**config.mk**
```make
export PLATFORM = sky130hd
export DESIGN_NAME = hbrs_sequencer
export DESIGN_NICKNAME = d
export VERILOG_FILES = /design/src/core/hbrs_pkg.sv /design/src/core/hbrs_sequencer.sv /design/src/core/hbrs_sync.sv
export VERILOG_INCLUDE_DIRS = /design/src /design/src/core
export SDC_FILE = /design/constraint.sdc
export NUM_CORES = 1
export LEC_CHECK = 0
export BUFFER_PORTS_ARGS = -buffer_cell sky130_fd_sc_hd__buf_2
export CAP_MARGIN = 20
export CORE_AREA = 4 4 77 79
export CTS_CLUSTER_SIZE = 14
export DETAILED_ROUTE_END_ITERATION = 16
export DIE_AREA = 0 0 81 83
export PLACE_DENSITY = 0.49
export SYNTH_ARGS = -nofsm -noshare
export SYNTH_HDL_FRONTEND = slang
export SYNTH_SLANG_ARGS = --single-unit
```
**constraint.sdc**
```tcl
create_clock -name clk_sys -period 2.35 [get_ports clk_sys]
set_input_delay 0.1175 -clock clk_sys [delete_from_list [all_inputs] [get_ports clk_sys]]
set_output_delay 0.1175 -clock clk_sys [all_outputs]
set_load 0.005 [all_outputs]
```
**src/core/hbrs_map.svh**
```systemverilog
`ifndef HBRS_MAP_SVH
`define HBRS_MAP_SVH

// Post-release hold of the processor reset, in processor bus clocks
`define HBRS_HOLD_LOG2      17
`define HBRS_HOLD_CYCLES    32'h0002_0000

// Minimum hard reset pulse the outside must give
`define HBRS_MIN_PULSE_US   100
`define HBRS_MIN_PULSE_PCI  255
`define HBRS_PCI_RESET_MS   1

// Synchroniser depth
`define HBRS_SYNC_STAGES    2

`endif

```
**src/core/hbrs_pkg.sv**
```systemverilog
package hbrs_pkg;

    typedef enum logic [2:0] {
        HBRS_ST_HOLD    = 3'b001,
        HBRS_ST_COUNT   = 3'b010,
        HBRS_ST_RUN     = 3'b100
    } hbrs_state_t;

endpackage : hbrs_pkg

```
**src/core/hbrs_sequencer.sv**
```systemverilog
// How it works
// Outside must hold hard reset at least 100 us plus 255 PCI clocks.
// PCI bus reset, held 1 ms or more, may drive hard reset.
// Processor reset output is asserted whenever PCI bus reset is asserted.
// After hard reset releases, hold processor reset 2^17 more bus clocks.
// Processor reset is open-drain: drive low when asserted, float otherwise.
// Software can assert soft reset output to restart the processor.
// Hard reset asserted clears the soft reset output.
// Outside controller should debounce soft reset before driving hard reset.
// Delay counter on bus clock, cleared during hard reset, releases synchronously.
`timescale 1ns/10ps
`default_nettype none
`include "hbrs_map.svh"

module hbrs_sequencer #(
    parameter int HOLD_CYCLES = `HBRS_HOLD_CYCLES
) (
    // Clock and reset
    input  wire logic  clk_sys,
    input  wire logic  rst,
    // Reset pins, active low, asynchronous to clk_sys
    input  wire logic  hard_reset_in_n,
    input  wire logic  pci_reset_n,
    // Processor reset, open-drain
    output var  logic  cpu_reset_out_o,
    output var  logic  cpu_reset_out_oe_n,
    // Soft reset control from interrupt controller logic
    input  wire logic  soft_reset_req,
    input  wire logic  soft_reset_rel,
    output var  logic  soft_reset_out_n,
    // Status
    output var  logic  cpu_reset_active,
    output var  hbrs_pkg::hbrs_state_t state
);
    import hbrs_pkg::*;

    // ------------------------------------------------------------
    // Constants and declarations
    // ------------------------------------------------------------
    localparam int            CW       = `HBRS_HOLD_LOG2 + 1;
    localparam int            NPIN     = 2;
    localparam int            PIN_HARD = 0;
    localparam int            PIN_PCI  = 1;
    localparam logic [CW-1:0] CNT_LAST = CW'(HOLD_CYCLES - 1);

    logic [NPIN-1:0] pin_raw_n;
    logic [NPIN-1:0] pin_sync_n;
    logic            hard_act;
    logic [CW-1:0]   cnt_q;
    logic [CW-1:0]   cnt_d;
    hbrs_state_t     state_d;
    logic            soft_d;

    // ------------------------------------------------------------
    // Decode helpers
    // ------------------------------------------------------------
    // Processor reset is released only in the run state
    function automatic logic st_is_run(input hbrs_state_t s);
        return (s == HBRS_ST_RUN);
    endfunction : st_is_run

    // Any synchronised pin low holds the sequence
    function automatic logic any_low(input logic [NPIN-1:0] p);
        return (p != {NPIN{1'b1}});
    endfunction : any_low

    // ------------------------------------------------------------
    // Pin synchronisers
    // ------------------------------------------------------------
    assign pin_raw_n[PIN_HARD] = hard_reset_in_n;
    assign pin_raw_n[PIN_PCI]  = pci_reset_n;

    // Both pins are asynchronous; reset to asserted
    for (genvar g = 0; g < NPIN; g++) begin : g_pin_sync
        hbrs_sync #(
            .RESET_VAL (1'b0)
        ) u_sync (
            .clk_sys (clk_sys),
            .rst     (rst),
            .din     (pin_raw_n[g]),
            .dout    (pin_sync_n[g])
        );
    end

    // ------------------------------------------------------------
    // Reset source decode
    // ------------------------------------------------------------
    assign hard_act = any_low(pin_sync_n);

    // ------------------------------------------------------------
    // Sequencer next state
    // ------------------------------------------------------------
    always_comb begin
        state_d = state;
        case (state)
            HBRS_ST_HOLD: begin
                if (!hard_act) begin
                    state_d = HBRS_ST_COUNT;
                end
            end
            HBRS_ST_COUNT: begin
                if (hard_act) begin
                    state_d = HBRS_ST_HOLD;
                end else if (cnt_q == CNT_LAST) begin
                    state_d = HBRS_ST_RUN;
                end
            end
            HBRS_ST_RUN: begin
                if (hard_act) begin
                    state_d = HBRS_ST_HOLD;
                end
            end
            default: begin
                state_d = HBRS_ST_HOLD;
            end
        endcase
    end

    // ------------------------------------------------------------
    // Counter next value
    // ------------------------------------------------------------
    // Restart from zero whenever a pin drops
    always_comb begin
        cnt_d = '0;
        case (state)
            HBRS_ST_COUNT: begin
                if (!hard_act) begin
                    cnt_d = cnt_q + CW'(1);
                end
            end
            default: begin
                cnt_d = '0;
            end
        endcase
    end

    // ------------------------------------------------------------
    // State register
    // ------------------------------------------------------------
    always_ff @(posedge clk_sys or posedge rst) begin
        if (rst) begin
            state <= HBRS_ST_HOLD;
        end else begin
            state <= state_d;
        end
    end

    // ------------------------------------------------------------
    // Counter register
    // ------------------------------------------------------------
    always_ff @(posedge clk_sys or posedge rst) begin
        if (rst) begin
            cnt_q <= '0;
        end else begin
            cnt_q <= cnt_d;
        end
    end

    // ------------------------------------------------------------
    // Processor reset pin data
    // ------------------------------------------------------------
    always_ff @(posedge clk_sys or posedge rst) begin
        if (rst) begin
            cpu_reset_out_o <= 1'b0;
        end else begin
            cpu_reset_out_o <= 1'b0;
        end
    end

    // ------------------------------------------------------------
    // Processor reset pin enable
    // ------------------------------------------------------------
    // Low enable pulls the wired line low
    always_ff @(posedge clk_sys or posedge rst) begin
        if (rst) begin
            cpu_reset_out_oe_n <= 1'b0;
        end else begin
            cpu_reset_out_oe_n <= st_is_run(state_d);
        end
    end

    // ------------------------------------------------------------
    // Processor reset status
    // ------------------------------------------------------------
    // Mirrors the pin enable in the same cycle
    always_ff @(posedge clk_sys or posedge rst) begin
        if (rst) begin
            cpu_reset_active <= 1'b1;
        end else begin
            cpu_reset_active <= !st_is_run(state_d);
        end
    end

    // ------------------------------------------------------------
    // Soft reset next value
    // ------------------------------------------------------------
    // Clear by hard reset beats a set request
    always_comb begin
        soft_d = soft_reset_out_n;
        if (hard_act) begin
            soft_d = 1'b1;
        end else if (soft_reset_req) begin
            soft_d = 1'b0;
        end else if (soft_reset_rel) begin
            soft_d = 1'b1;
        end
    end

    // ------------------------------------------------------------
    // Soft reset register
    // ------------------------------------------------------------
    always_ff @(posedge clk_sys or posedge rst) begin
        if (rst) begin
            soft_reset_out_n <= 1'b1;
        end else begin
            soft_reset_out_n <= soft_d;
        end
    end

endmodule : hbrs_sequencer

`default_nettype wire

```
**src/core/hbrs_sync.sv**
```systemverilog
`timescale 1ns/10ps
`default_nettype none

// ----------------------------------------------------------------
// Two-stage level synchroniser, set to a constant under reset
// ----------------------------------------------------------------
module hbrs_sync #(
    parameter logic RESET_VAL = 1'b1
) (
    // Clock and reset
    input  wire logic clk_sys,
    input  wire logic rst,
    // Level
    input  wire logic din,
    output var  logic dout
);

    logic meta_q;

    always_ff @(posedge clk_sys or posedge rst) begin
        if (rst) begin
            meta_q <= RESET_VAL;
            dout   <= RESET_VAL;
        end else begin
            meta_q <= din;
            dout   <= meta_q;
        end
    end

endmodule : hbrs_sync

`default_nettype wire

```
==> reports/results.txt <==
Die Y = 83 um
Worst Setup Start Kind = register
CP required = 2.52 ns
Initial cell density of the core = 23.9%
Int Pwr = 0.000735 W
Synthesized area = 1280 um^2
Post-route minimum period = 1.77 ns
Total gr overflow = 0
Post-Synthesis Cells = 117
Adder-cell share of the synthesized area = 0.980%
Die area = 6720 um^2
Yosys warns = 0
Area Growth Syn to Fin = 19.4%
Largest net degree at the start of global routing = 29
FILL cells = 579
Status = finished, final reports clean
Post-synth EDFFs = 0
Number of global-route vias before repair = 921
Finish-stage setup viols = 0
Clock Latency Late Sink = 0.28 ns
Biggest area consumer among synthesized cells = dfrtp_1
Final hold viol count = 0
H-tree Lvls = 1
Worst IR Drop VDD = 0.000203 V
Post-synth top cells = dfrtp_1, nor2_1, nand3_1, xor2_1, nand4_1
Clock buffer depth = 2
Synth top area cells = dfrtp_1, dfstp_2, xor2_1
Root buffer cell = clkbuf_8
ANT nets after route = 0
Main combinational cell family by area after synthesis = simple AND/OR/NAND/NOR gates
Setup_tns = 0 ns
DR WL met2 = 1.14 mm
RSZ-0062 raised after global routing = false
Post-synthesis sequential area ratio = 55.2%
Flop pwr share = 54.6%
TritonCTS buffer count = 3
Max Used Layer = met4
Simple-Gate Fraction of Synth Area = 25.6%
Comb power frac = 3.8%
Die Wd = 81 um
Hold crit path type = in -> reg
Critical path capture point type = register
# Max-Cap Violations = 0
TritonCTS clock tree = yes
Net Sw Power = 0.000175 W
Post-synthesis compound-gate area fraction = 6.37%
First-pass GRT wire length = 4.17 mm
Total track usage = 7.92%
XOR/XNOR Fraction of Synth Area = 8.92%
Asr flop ratio synth = 100%
DRT Pass-1 Iters = 4
IO Port Bufs = 11
CP Class = reg -> reg
GPL Wtd Cong = 0.784
Met3 WL post-DR = 79 um
Final Max Tran Viols = 0
Power share of the clock group = 41.6%
Leak = 0.635 nW
Total power per unit cell area = 597 nW/um^2
Vias = 899
Final net count = 142
DP HPWL = 1.76 mm
Worst-path clk slew = 0.09 ns
First DRT Iteration DRCs = 22
Core region area = 5340 um^2
Worst EP arrival = 1.94 ns
FMAX = 564 MHz
Initial antenna violation count = 0
Number of vias per cell = 4.36
M1 wire length = 1.07 mm
CP max FO = 7
Switching part of the total = 19.2%
FP Rows = 27
Netlist cell types = 37
Wire per inst = 11.5 um
Net Count, Synth = 124
Slew headroom = 63.1%
Slew @ Worst Pin = 0.552 ns
Avg Synthesized Cell Area = 10.9 um^2
# clock sinks = 28
Hold_ws = 0.0803 ns
# diodes = 0
Final worst clock skew = 0.00521 ns
I/O Pins = 13
Top cell type's share of synthesized area = 49.0%
Drt total wl = 2.36 mm
Top-count cell post-synth = dfrtp_1
Synth Flop Type = dfrtp_1
Final period utilization = 75.4%
Share of layout cells above drive strength 1 = 17.2%
DRC = 0
Synth Register Bits = 28
Post-synthesis mux area share = 0.784%
flip-flops by register name, indices dropped and copies added, names as in the netlist:
register                  count
g_pin_sync.u_sync.dout        2
cpu_reset_out_oe_n            1
g_pin_sync.u_sync.meta_q      2
state                         3
soft_reset_out_n              1
cpu_reset_active              1
cnt_q                        18
timing repair:
action,CTS,global route
hold endpoints to repair,28,0
setup buffers,0,0
gates resized for setup,0,0
hold buffers,4,0
power groups by stage:
| stage | sequential, W | combinational [W] | clock [W] |
|---|---|---|---|
| after floorplan | 0.000505 | 0.0000190 | 0 |
| after global placement | 0.000506 | 0.0000301 | 0 |
| after detailed placement | 0.000506 | 0.0000308 | 0 |
| after CTS | 0.000497 | 0.0000361 | 0.000391 |
| after global routing | 0.000498 | 0.0000402 | 0.000410 |
| final | 0.000497 | 0.0000346 | 0.000379 |
per-layer routing:
layer	up-vias	track usage, %
met5	-	0
met4	0	5.38
met3	5	1.84
met2	9	12.3
met1	445	9.49
li1	440	-
path summary, 6_finish.rpt:
check | startpoint | end | slack (ns) | cells after the start
worst max-delay path | cnt_q[0] | state[1] | 0.58 | 5
worst min-delay path | soft_reset_rel | soft_reset_out_n | 0.08 | 3
worst max register to register | cnt_q[0] | state[1] | 0.58 | 5
worst min register to register | g_pin_sync[0].u_sync.meta_q | g_pin_sync[0].u_sync.dout | 0.36 | 0
max in group asynchronous | rst | soft_reset_out_n | 1.62 | 4
min in group asynchronous | rst | g_pin_sync[0].u_sync.meta_q | 0.43 | 4
per-stage QoR:
step           std cells  instance area [um^2]  worst slack (ns)  utilization (%)  power [W]
2_1_floorplan        117                  1280             0.814                -   0.000524
3_5_place_dp         198                  1410             0.570             26.5   0.000537
3_3_place_gp         198                  1410             0.662             26.5   0.000536
6_report             206                  1520             0.578             28.6   0.000910
5_1_grt              206                  1520             0.443             28.6   0.000948
4_1_cts              206                  1520             0.567             28.6   0.000924
worst max-delay path: stages (launching register included):
cell,delay [ns]
dfrtp_1,0.46
ha_1,0.27
nand3_1,0.16
nor2_1,0.20
nand4_1,0.22
o311a_1,0.35
layout make-up:
class | instances | area, um^2 | area share (%)
clock buffer | 3 | 41.3 | 2.71
clock inverter | 1 | 30.0 | 1.97
inverter | 2 | 7.51 | 0.493
multi-input combinational | 84 | 548 | 36.0
sequential | 28 | 704 | 46.2
tap | 72 | 90.1 | 5.91
timing repair buffer | 16 | 103 | 6.73
cells in the final DEF, fill, tap and decap left out, types with 2 or more instances in the layout:
cell type / synthesis / final
a21oi_1: 2 / 2
and2_1: 2 / 2
and4_1: 2 / 2
buf_2: 1 / 11
clkbuf_8: 0 / 3
dfrtp_1: 25 / 25
dfstp_2: 3 / 3
dlygate4sd3_1: 0 / 4
inv_1: 2 / 2
nand2_1: 5 / 5
nand2b_1: 2 / 2
nand3_1: 8 / 8
nand4_1: 6 / 6
nor2_1: 17 / 17
nor3_1: 2 / 2
nor3b_1: 2 / 2
o21ai_0: 3 / 3
o22ai_1: 2 / 2
or3_1: 2 / 2
xnor2_1: 5 / 5
xor2_1: 8 / 8
cells by family (layout without fill, tap and decap cells):
kind of cell | Yosys count | in the layout
flip-flops | 28 | 28
AND/OR/NAND/NOR | 56 | 56
adder cells (fa/ha/maj) | 1 | 1
multiplexers | 1 | 1
buffers and inverters | 5 | 22
AO/OA/AOI/OAI | 12 | 12
other | 1 | 1
XOR/XNOR | 13 | 13
No activity file was read; power rests on OpenSTA's default activity.
